### config.mk
export PLATFORM = sky130hd
export DESIGN_NAME = srg_reset_gen
export DESIGN_NICKNAME = d
export VERILOG_FILES = /design/src/srg_pkg.sv /design/src/srg_mr_if.sv /design/src/srg_mr_filter.sv /design/src/srg_reset_gen.sv
export SDC_FILE = /design/constraint.sdc
export NUM_CORES = 1
export LEC_CHECK = 0
export BUFFER_PORTS_ARGS = -buffer_cell sky130_fd_sc_hd__clkbuf_2
export CELL_PAD_IN_SITES_DETAIL_PLACEMENT = 0
export CELL_PAD_IN_SITES_GLOBAL_PLACEMENT = 1
export CORE_AREA = 4 4 83 77
export CTS_BUF_LIST = sky130_fd_sc_hd__clkbuf_4
export CTS_CLUSTER_SIZE = 14
export DETAILED_ROUTE_END_ITERATION = 10
export DIE_AREA = 0 0 87 81
export PLACE_DENSITY = 0.77
export SKIP_LAST_GASP = 1
export SYNTH_ARGS = -nofsm -noshare
export SYNTH_HDL_FRONTEND = slang
export SYNTH_SLANG_ARGS = --single-unit
### constraint.sdc
create_clock -name mclk -period 3.3 [get_ports mclk]
set_input_delay 0.33 -clock mclk [delete_from_list [all_inputs] [get_ports mclk]]
set_output_delay 0.33 -clock mclk [all_outputs]
set_load 0.005 [all_outputs]
### src/srg_pkg.sv
package srg_pkg;

    // ------------------------------------------------------------------
    // Timebase and timing constants
    // ------------------------------------------------------------------
    localparam int unsigned CLK_PERIOD_PS     = 8000;
    localparam longint unsigned DELAY_SHORT_US = 2190;
    localparam longint unsigned DELAY_MID_US   = 35000;
    localparam longint unsigned DELAY_LONG_US  = 280000;
    // Release delays are longest-style figures: round down, at least one.
    localparam longint unsigned DELAY_SHORT_CYC = (DELAY_SHORT_US * 64'd1000000) / CLK_PERIOD_PS;
    localparam longint unsigned DELAY_MID_CYC   = (DELAY_MID_US * 64'd1000000) / CLK_PERIOD_PS;
    localparam longint unsigned DELAY_LONG_CYC  = (DELAY_LONG_US * 64'd1000000) / CLK_PERIOD_PS;
    // Glitch rejection is a least time: round up.
    localparam int unsigned GLITCH_NS  = 100;
    localparam int unsigned GLITCH_CYC = (GLITCH_NS * 1000 + CLK_PERIOD_PS - 1) / CLK_PERIOD_PS;

    // ------------------------------------------------------------------
    // Build options
    // ------------------------------------------------------------------
    localparam logic [1:0] DELAY_SEL_SHORT = 2'h0;
    localparam logic [1:0] DELAY_SEL_MID   = 2'h1;
    localparam logic [1:0] DELAY_SEL_LONG  = 2'h2;
    localparam int unsigned RELEASE_CNT_W  = 26;
    localparam int unsigned FILT_CNT_W     = 8;

    typedef enum logic [1:0] {
        SRG_HOLD,
        SRG_TIMING,
        SRG_RELEASED
    } srg_state_t;

endpackage : srg_pkg

### src/srg_mr_if.sv
`timescale 1ns/1ns
`default_nettype none
interface srg_mr_if;
    logic mrActive;
    modport filt (output mrActive);
    modport gen  (input  mrActive);
endinterface : srg_mr_if
`default_nettype wire

### src/srg_mr_filter.sv
`timescale 1ns/1ns
`default_nettype none
module srg_mr_filter
    import srg_pkg::*;
#(
    parameter int unsigned STABLE_CYC = GLITCH_CYC
) (
    input  wire logic mclk,
    input  wire logic reset_n,
    input  wire logic manualResetRequest_n,
    srg_mr_if.filt    mrOut
);

    // ------------------------------------------------------------------
    // Two-stage synchroniser, then a stability counter
    // ------------------------------------------------------------------
    logic                  sync1_ff;
    logic                  sync2_ff;
    logic                  level_ff;
    logic [FILT_CNT_W-1:0] cnt_ff;
    logic                  nxt_level;
    logic [FILT_CNT_W-1:0] nxt_cnt;

    // Sync flops reset high so a pin left at its pulled-up level reads idle.
    always_ff @(posedge mclk or negedge reset_n) begin
        if (!reset_n) begin
            sync1_ff <= 1'b1;
            sync2_ff <= 1'b1;
        end else begin
            sync1_ff <= manualResetRequest_n;
            sync2_ff <= sync1_ff;
        end
    end

    // A new level is accepted only after it holds for STABLE_CYC cycles, so short lows die here.
    always_comb begin
        nxt_level = level_ff;
        nxt_cnt   = '0;
        if (sync2_ff != level_ff) begin
            if (cnt_ff == FILT_CNT_W'(STABLE_CYC - 1)) begin
                nxt_level = sync2_ff;
            end else begin
                nxt_cnt = cnt_ff + FILT_CNT_W'(1);
            end
        end
    end

    always_ff @(posedge mclk or negedge reset_n) begin
        if (!reset_n) begin
            level_ff <= 1'b1;
            cnt_ff   <= '0;
        end else begin
            level_ff <= nxt_level;
            cnt_ff   <= nxt_cnt;
        end
    end

    assign mrOut.mrActive = ~level_ff;

    chk_glitch_reject : assert property (@(posedge mclk) disable iff (!reset_n)
        $fell(level_ff) |-> $past(sync2_ff, 1) == 1'b0)
        else $error("filter fell on high input");

endmodule : srg_mr_filter
`default_nettype wire

### src/srg_reset_gen.sv
`timescale 1ns/1ns
`default_nettype none
module srg_reset_gen
    import srg_pkg::*;
#(
    parameter logic [1:0]  DELAY_SEL   = DELAY_SEL_LONG,
    parameter bit          ACTIVE_HIGH = 1'b0,
    parameter bit          OPEN_DRAIN  = 1'b0,
    parameter int unsigned MR_STABLE_CYC = GLITCH_CYC,
    parameter longint unsigned RELEASE_CYC = (DELAY_SEL == DELAY_SEL_SHORT) ? DELAY_SHORT_CYC :
                                             (DELAY_SEL == DELAY_SEL_MID)   ? DELAY_MID_CYC   :
                                                                              DELAY_LONG_CYC
) (
    input  wire logic mclk,
    input  wire logic reset_n,
    input  wire logic supplyLow,
    input  wire logic manualResetRequest_n,
    output logic      systemResetOut,
    output logic      systemResetOe,
    output logic      resetActive
);

    // ------------------------------------------------------------------
    // Manual request filter
    // ------------------------------------------------------------------
    // The filter sees the raw pin level; the pull-up that keeps it idle sits outside this logic.
    srg_mr_if mrLink ();

    // Only the stability count is set here; the synchroniser depth is fixed at two flops.
    srg_mr_filter #(
        .STABLE_CYC (MR_STABLE_CYC)
    ) uFilter (
        .mclk                 (mclk),
        .reset_n              (reset_n),
        .manualResetRequest_n (manualResetRequest_n),
        .mrOut                (mrLink.filt)
    );

    // ------------------------------------------------------------------
    // Release sequencer
    // ------------------------------------------------------------------
    // The count starts at zero, so the terminal value sits one below the cycle count.
    // A count too big for the counter width would wrap; widen the package width before choosing one.
    localparam logic [RELEASE_CNT_W-1:0] TERM_CNT = RELEASE_CNT_W'(RELEASE_CYC - 1);

    // Sequencer state, release counter and the registered reset level.
    srg_state_t               state_ff;
    srg_state_t               nxt_state;
    logic [RELEASE_CNT_W-1:0] cnt_ff;
    logic [RELEASE_CNT_W-1:0] nxt_cnt;
    logic                     active_ff;
    logic                     nxt_active;
    logic                     request;

    // ------------------------------------------------------------------
    // Reset request
    // ------------------------------------------------------------------
    // Either source alone is enough to demand reset.
    assign request = supplyLow | mrLink.mrActive;

    // ------------------------------------------------------------------
    // Next-state logic
    // ------------------------------------------------------------------
    // The output has its own register, set alongside the state; the request bypasses the timer so assertion is immediate.
    // Every path defaults to active, so an unexpected state fails safe with the system held.
    always_comb begin
        nxt_state  = state_ff;
        nxt_cnt    = cnt_ff;
        nxt_active = 1'b1;
        case (state_ff)
            SRG_HOLD: begin
                nxt_cnt = '0;
                if (!request) begin
                    nxt_state = SRG_TIMING;
                end
            end
            SRG_TIMING: begin
                if (request) begin
                    nxt_state = SRG_HOLD;
                    nxt_cnt   = '0;
                end else if (cnt_ff == TERM_CNT) begin
                    nxt_state  = SRG_RELEASED;
                    nxt_active = 1'b0;
                end else begin
                    nxt_cnt = cnt_ff + RELEASE_CNT_W'(1);
                end
            end
            SRG_RELEASED: begin
                nxt_active = 1'b0;
                if (request) begin
                    nxt_state  = SRG_HOLD;
                    nxt_active = 1'b1;
                    nxt_cnt    = '0;
                end
            end
            default: begin
                nxt_state = SRG_HOLD;
                nxt_cnt   = '0;
            end
        endcase
        if (request) begin
            nxt_active = 1'b1;
        end
    end

    // Reset leaves the system held in reset, the safe state at power up.
    // The counter clears too, so a stale count can never shorten the first delay.
    always_ff @(posedge mclk or negedge reset_n) begin
        if (!reset_n) begin
            state_ff  <= SRG_HOLD;
            cnt_ff    <= '0;
            active_ff <= 1'b1;
        end else begin
            state_ff  <= nxt_state;
            cnt_ff    <= nxt_cnt;
            active_ff <= nxt_active;
        end
    end

    // ------------------------------------------------------------------
    // Output driver
    // ------------------------------------------------------------------
    // The internal level goes out as is, so a user never has to undo the pin polarity.
    // Polarity and drive style are constants, so the unused option folds away for free.
    // Open drain only ever pulls low, so it is forced active low regardless of polarity.
    assign resetActive    = active_ff;
    assign systemResetOut = OPEN_DRAIN ? 1'b0 : (ACTIVE_HIGH ? active_ff : ~active_ff);
    assign systemResetOe  = OPEN_DRAIN ? active_ff : 1'b1;

    // ------------------------------------------------------------------
    // Checks on the sequencer and the output driver
    // ------------------------------------------------------------------
    // These checks watch the state and output registers and sleep while in reset.
    // A low supply always leaves the output active one edge later.
    chk_supply_hold : assert property (@(posedge mclk) disable iff (!reset_n)
        supplyLow |=> resetActive)
        else $error("reset not held while supply low");

    // A request seen while released must assert within a single edge.
    chk_fast_assert : assert property (@(posedge mclk) disable iff (!reset_n)
        (!resetActive && request) |=> resetActive)
        else $error("reset assertion delayed");

    // Release only ever follows the last timing cycle.
    chk_no_early_rel : assert property (@(posedge mclk) disable iff (!reset_n)
        $fell(resetActive) |-> $past(state_ff, 1) == SRG_TIMING && $past(cnt_ff, 1) == TERM_CNT)
        else $error("release before timer expiry");

    // While timing, the output must never have dropped early.
    chk_timer_hold : assert property (@(posedge mclk) disable iff (!reset_n)
        state_ff == SRG_TIMING |-> resetActive)
        else $error("output inactive while timing");

    // A request in mid-timing throws the count away.
    chk_timer_clear : assert property (@(posedge mclk) disable iff (!reset_n)
        (state_ff == SRG_TIMING && request) |=> state_ff == SRG_HOLD && cnt_ff == '0)
        else $error("timer not cleared by request");

    // Holding ends only when both sources are quiet.
    chk_start_both : assert property (@(posedge mclk) disable iff (!reset_n)
        (state_ff == SRG_HOLD && request) |=> state_ff == SRG_HOLD)
        else $error("timer started early");

    // The first quiet edge starts the timer from zero.
    chk_start_zero : assert property (@(posedge mclk) disable iff (!reset_n)
        (state_ff == SRG_HOLD && !request) |=> state_ff == SRG_TIMING && cnt_ff == '0)
        else $error("timer not started from zero");

    // Holding keeps the counter at zero so a later release times the full delay.
    chk_hold_zero : assert property (@(posedge mclk) disable iff (!reset_n)
        state_ff == SRG_HOLD |-> cnt_ff == '0)
        else $error("counter not cleared while holding");

    // Each quiet timing edge below the terminal count moves the counter by exactly one.
    chk_count_step : assert property (@(posedge mclk) disable iff (!reset_n)
        (state_ff == SRG_TIMING && !request && cnt_ff != TERM_CNT) |=> cnt_ff == $past(cnt_ff) + 1'b1)
        else $error("release counter did not advance");

    // Once released, the output stays inactive until a new request.
    chk_rel_stay : assert property (@(posedge mclk) disable iff (!reset_n)
        (state_ff == SRG_RELEASED && !request) |=> state_ff == SRG_RELEASED && !resetActive)
        else $error("output reasserted with no request");

    // An accepted manual request reaches the output one edge later.
    chk_manual_act : assert property (@(posedge mclk) disable iff (!reset_n)
        mrLink.mrActive |=> resetActive)
        else $error("manual request ignored");

    // Push-pull builds drive the pin at the chosen polarity.
    chk_out_polar : assert property (@(posedge mclk) disable iff (!reset_n)
        !OPEN_DRAIN |-> systemResetOut == (ACTIVE_HIGH ? resetActive : !resetActive))
        else $error("output polarity wrong");

    // Push-pull builds drive the pin in both states.
    chk_pp_drive : assert property (@(posedge mclk) disable iff (!reset_n)
        !OPEN_DRAIN |-> systemResetOe)
        else $error("push pull output not driven");

    // Open drain pulls low only while active and floats once released.
    chk_od_release : assert property (@(posedge mclk) disable iff (!reset_n)
        OPEN_DRAIN |-> systemResetOe == resetActive && systemResetOut == 1'b0)
        else $error("open drain drives inactive");

endmodule : srg_reset_gen
`default_nettype wire

==> results.yml, run 1 <==
clock_tree:
  clock-root-buffer: "clkbuf_4"
  cts.sinks: 40
  cts_resized: 0
  tritoncts: "yes"
  postCtsSetupBuffers: 0
  cts_hold_buf: 0
  cts_buffers: 5
  worstSkewPairLatency_ps: 350
  clock_path_buffers: 2
  htreeDepth: 2
  path_clk_slew_ps: 120
timing:
  tns_ps: 0
  fin_crit_sh_pct: 67.7
  setup_viol: 0
  worst_pin_slew_ps: 992
  clock.fmax_ghz: 0.448
  finalMaxSlewViolations: 0
  hold_viol: 0
  max_slew_margin_pct: 33.9
  fin_crit_ps: 2230
  fin_skew_ps: 21.4
  fin_ws_ps: 1070
  rsz0062_at_grt: "no"
status:
  status: "finished, final reports clean"
floorplanning:
  die_y_um: 81
  die_x_um: 87
  io_pins: 7
  core_area_sq_mm: 0.00556
  design.die.area_sq_mm: 0.00705
  initial_utilization_pct: 38.7
  rows: 26
route:
  drt-pass1-iter-count: 4
  via_per_inst: 5.66
  drt.antenna.violating_nets: 0
  drt_wl_total_um: 4680
  wl_per_cell_um: 15.4
  drt_iter0_markers: 71
  via_count: 1715
  drc_errors: 0
synthesis:
  ys_ff_latch: 40
  synthCells: 230
  netlist_area_sq_mm: 0.00215
  synth_area_per_cell_sq_um: 9.37
  ys.flop_type: "dfrtp_1"
  async_flop_share_pct: 100
  synth_edf_count: 0
  ys_seq_area_share_pct: 46.7
  yosysWarningCount: 0
  ys_types: 48
  synthesis.nets: 237
cells_and_area:
  finalNonFillerCells: 303
  n_antenna_cell: 0
  syn_to_final_growth_pct: 5.57
  num-fill-cells: 541
  nNetsFinal: 239
  layout_common_cells: "nand2_1, dfrtp_1, o21ai_1"
  utilization_pct: 40.9
  drive_above_1_share_pct: 11.2
global_routing:
  grt_pass1_vias: 1642
  grt_start_max_net_pins: 41
  grt-ovfl-total: 0
  track_usage_pct: 14.8
  antenna_found_initial: 0
  grt_pass1_wl_um: 8210
pwr:
  peakVddDrop_uv: 192
  p_sw_uw: 173
  intPower_uw: 600
  seqPwrFrac_pct: 64.6
  swShare_pct: 22.4
  power_density_mw_per_mm2: 340
  clkPwrFrac_pct: 32.8
  leakage_nw: 0.955
  pwr-share-comb_pct: 2.6
worst_setup_path:
  critPathCaptureType: "flip-flop"
  critPathMaxFanout: 20
  worst_ep_arrival_time_ps: 2490
  worstSetupPathType: "flip-flop to flip-flop"
  crit_required_ps: 3560
  cp-start-kind: "flip-flop"
placed_design:
  post-place-ws_ps: 1050
  gp_congestion: 0.773
  io_buffers: 5
  dp_hpwl_um: 3150
  place_inst: 295
min_path:
  hold_path.class: "input pin to flip-flop"
flow_run:
  drv_cap: 0
per-stage QoR:
step	total power [mW]	hold slack, ps	cell area (sq um)
final	0.773	78.0	2270
after global routing	0.815	46.0	2270
after CTS	0.786	66.3	2270
after detailed placement	0.530	347	2220
after global placement	0.530	346	2220
after floorplan	0.517	34.4	2150
cells in the mapped netlist (3+ instances only):
cell type,number,area share [%]
dfrtp_1,36,42
nand2_1,36,6.3
o21ai_1,22,5.1
nor2_1,13,2.3
a31oi_1,12,3.5
nand4_1,12,3.5
nand3_1,11,2.6
nor4_1,6,1.7
clkbuf_1,5,0.87
inv_1,5,0.87
xor2_1,5,2.0
a21oi_1,4,0.93
and2_1,4,1.2
dfstp_2,4,4.9
o41ai_1,4,1.6
and3_1,3,0.87
buf_2,3,0.70
ha_1,3,1.7
nand2b_1,3,0.87
o211ai_1,3,1.0
o21ai_0,3,0.70
o311ai_1,3,1.2
final timing paths:
check	endpoint	slack (ps)	depth (start not counted)	start
max in group asynchronous	uFilter.cnt_ff[2]	2550	1	reset_n
setup reg to reg	cnt_ff[19]	1070	4	uFilter.level_ff
min in group asynchronous	cnt_ff[6]	120	1	reset_n
hold / removal	uFilter.sync1_ff	80	1	manualResetRequest_n
setup / recovery	cnt_ff[19]	1070	4	uFilter.level_ff
hold reg to reg	uFilter.sync2_ff	360	0	uFilter.sync1_ff
power by group through the flow:
stage / combinational, mW / clock [mW] / sequential, mW
floorplan: 0.00865 / 0 / 0.508
global placement: 0.0212 / 0 / 0.509
detailed placement: 0.0213 / 0 / 0.509
CTS: 0.0216 / 0.264 / 0.500
global route: 0.0247 / 0.289 / 0.501
finish: 0.0202 / 0.253 / 0.500
per-layer routing:
metal / share of wire [%] / up-vias / GRT usage [%]
li1: - / 858 / -
met1: 51 / 821 / 21.2
met2: 44 / 30 / 22.5
met3: 3.5 / 6 / 3.04
met4: 1.3 / 0 / 4.21
met5: 0 / - / 0
state kept, by name (all words and copies together) (netlist names):
signal,cells
resetActive,1
cnt_ff,26
state_ff,2
uFilter.sync1_ff,1
uFilter.sync2_ff,1
uFilter.level_ff,1
uFilter.cnt_ff,8
final cells by class:
cell class                      count  area, sq um  share of cell area (%)
Inverter                            6         22.5                   0.990
Clock inverter                      1         3.75                   0.165
Clock buffer                        7         52.6                    2.31
Timing Repair Buffer                5         25.0                    1.10
Multi-Input combinational cell    174         1080                    47.4
Tap cell                           70         87.6                    3.85
Sequential cell                    40         1010                    44.2
worst max-delay path, cell delays in order, from the launching register on:
cell	delay (ps)
dfstp_2	580
nor3b_1	300
and2_1	690
nand2_1	280
o31ai_1	290
cell families after synthesis:
logic type      synth area share, %
compound gates                 18.2
buf+inv                        3.31
fa+ha+maj                      1.74
mux                           0.987
xor+xnor                       2.44
flops                          46.7
simple gates                   26.5
other cells                   0.174
Note: power is estimated with default switching activity, not from simulation.
==> run 2: changes to the inputs <==
--- a/config.mk
+++ b/config.mk
@@ -13,7 +13,7 @@
 export CTS_CLUSTER_SIZE = 14
 export DETAILED_ROUTE_END_ITERATION = 10
 export DIE_AREA = 0 0 87 81
-export PLACE_DENSITY = 0.77
+export PLACE_DENSITY = 0.8
 export SKIP_LAST_GASP = 1
 export SYNTH_ARGS = -nofsm -noshare
 export SYNTH_HDL_FRONTEND = slang
==> constraint.sdc (replaced) <==
create_clock -name mclk -period 1.9 [get_ports mclk]
set_input_delay 0.19 -clock mclk [delete_from_list [all_inputs] [get_ports mclk]]
set_output_delay 0.19 -clock mclk [all_outputs]
set_load 0.005 [all_outputs]
==> results.yml, run 2 (synthesis gave the netlist of run 1 again) <==
clock_tree:
  htreeDepth: 2
  path_clk_slew_ps: 120
  tritoncts: "yes"
  worstSkewPairLatency_ps: 350
  clock_path_buffers: 2
  clock-root-buffer: "clkbuf_4"
  cts_buffers: 5
  cts.sinks: 40
worst_setup_path:
  crit_required_ps: 2140
  reg2reg_depth: 6
  worst_ep_arrival_time_ps: 2020
  critPathCaptureType: "flip-flop"
  cp-start-kind: "flip-flop"
  cp_slowest_stage_delay_ps: 430
  critPathMaxFanout: 6
  cp-startpoint: "cnt_ff[1]"
  worstPathCellList: "ha_2 -> nand4_1 -> nor4_4 -> and3_1 -> o311ai_1 -> o41ai_1"
  worstSetupPathType: "flip-flop to flip-flop"
  crit_path_top_delay_cell: "dfrtp_1"
  rr_startpoint: "cnt_ff[1]"
  r2r-end: "cnt_ff[4]"
  rrSetupSlack_ps: 120
route:
  drt_iter0_markers: 132
  drc_errors: 0
  drt.antenna.violating_nets: 0
  drt_wl_total_um: 4830
  drt-pass1-iter-count: 5
  via_per_inst: 5.73
  wl_per_cell_um: 15.2
  via_count: 1828
floorplanning:
  die_y_um: 81
  core_area_sq_mm: 0.00556
  initial_utilization_pct: 38.7
  rows: 26
  die_x_um: 87
  design.die.area_sq_mm: 0.00705
  io_pins: 7
timing:
  worst_pin_slew_ps: 577
  hold_viol: 0
  fin_crit_ps: 1780
  finalMaxSlewViolations: 0
  clock.fmax_ghz: 0.562
  fin_crit_sh_pct: 93.6
  fin_skew_ps: 6.43
  max_slew_margin_pct: 61.5
  tns_ps: 0
  setup_viol: 0
  rsz0062_at_grt: "no"
global_routing:
  grt_pass1_wl_um: 8600
  grt_start_max_net_pins: 22
  track_usage_pct: 15.5
  grt_pass1_vias: 1736
  antenna_found_initial: 0
  grt-ovfl-total: 0
placed_design:
  gp_congestion: 0.812
  io_buffers: 5
  dp_hpwl_um: 3480
cells_and_area:
  multi_input_area_sq_mm: 0.00111
  top_regs: "cnt_ff x26, uFilter.cnt_ff x8, state_ff x2"
  layout_common_cells: "nand2_1, dfrtp_1, o21ai_1"
  largest_register_ffs: 26
  largest-register: "cnt_ff"
  syn_to_final_growth_pct: 17.1
  num-fill-cells: 533
  layout.area.seq_sq_mm: 0.00101
  n_antenna_cell: 0
  drive_above_1_share_pct: 18.9
  nNetsFinal: 255
flow_run:
  drv_cap: 0
pwr:
  power_density_mw_per_mm2: 692
  leakage_nw: 1.07
  peakVddDrop_uv: 397
  power_mw: 1.75
min_path:
  hold_path.class: "input pin to flip-flop"
  whs_path_depth: 3
  holdPathEnd: "state_ff[0]"
  hp-start: "supplyLow"
status:
  status: "finished, final reports clean"
-- run 2: cell count changes in the layout (fill, tap and decap cells not counted), moves of 2 or more --
cell / delta
bufinv_16: +3
clkbuf_4: -2
dlygate4sd3_1: +2
buf_4: +13
-- run 2: timing repair --
item                                   in CTS  in global routing
setup buffers                               0                  0
hold buffers                                2                  0
resized for setup                           1                  7
setup endpoints to repair                   1                 23
cloned                                      0                  0
pin swaps                                   0                  1
endpoints found under the hold margin      17                  0
-- run 2: routing by layer --
layer	global-route usage (%)	part of all wire [%]	vias to the layer above
li1	-	-	899
met1	22.5	50	880
met2	22.6	44	44
met3	3.85	4.9	5
met4	4.67	0.99	0
met5	0	0	-
-- run 2: worst max-delay path, delay by kind of cell (launching register included) --
family | cells | cell delay [ps]
simple gates | 3 | 790
flops | 1 | 430
fa+ha+maj | 1 | 240
compound gates | 2 | 210
-- run 2: worst max path at each step --
stage	end	slack, ps	depth (start not counted)
CTS	cnt_ff[12]	7	6
detailed placement	cnt_ff[0]	-10	7
global placement	cnt_ff[2]	-1	6
global route	cnt_ff[12]	20	6
finish	cnt_ff[4]	120	6
floorplan	cnt_ff[22]	270	7
-- run 2: per-stage QoR --
step           std cells  hold WS, ps  cell area, sq um  setup WS (ps)  utilization (%)
2_1_floorplan        230         -106              2150            269                -
3_3_place_gp         309          222              2340          -1.17             42.0
3_5_place_dp         309          215              2340          -10.9             42.0
4_1_cts              319          143              2490           7.12             44.8
5_1_grt              319          159              2520           16.5             45.3
6_report             319          152              2520            122             45.3
-- run 2: layout make-up --
type	instances	share of cell area (%)
inverter	6	0.893
tap	70	3.47
clock buffer	5	1.49
sequential	40	39.9
clock inverter	3	3.57
timing repair buffer	21	6.45
multi-input combinational	174	44.2
-- run 2: power breakdown --
group | total [mW] | internal [mW] | switching [mW]
Combinational | 0.0442 | 0.0164 | 0.0278
Clock | 0.833 | 0.542 | 0.292
Sequential | 0.867 | 0.861 | 0.00658
Total | 1.75 | 1.42 | 0.326
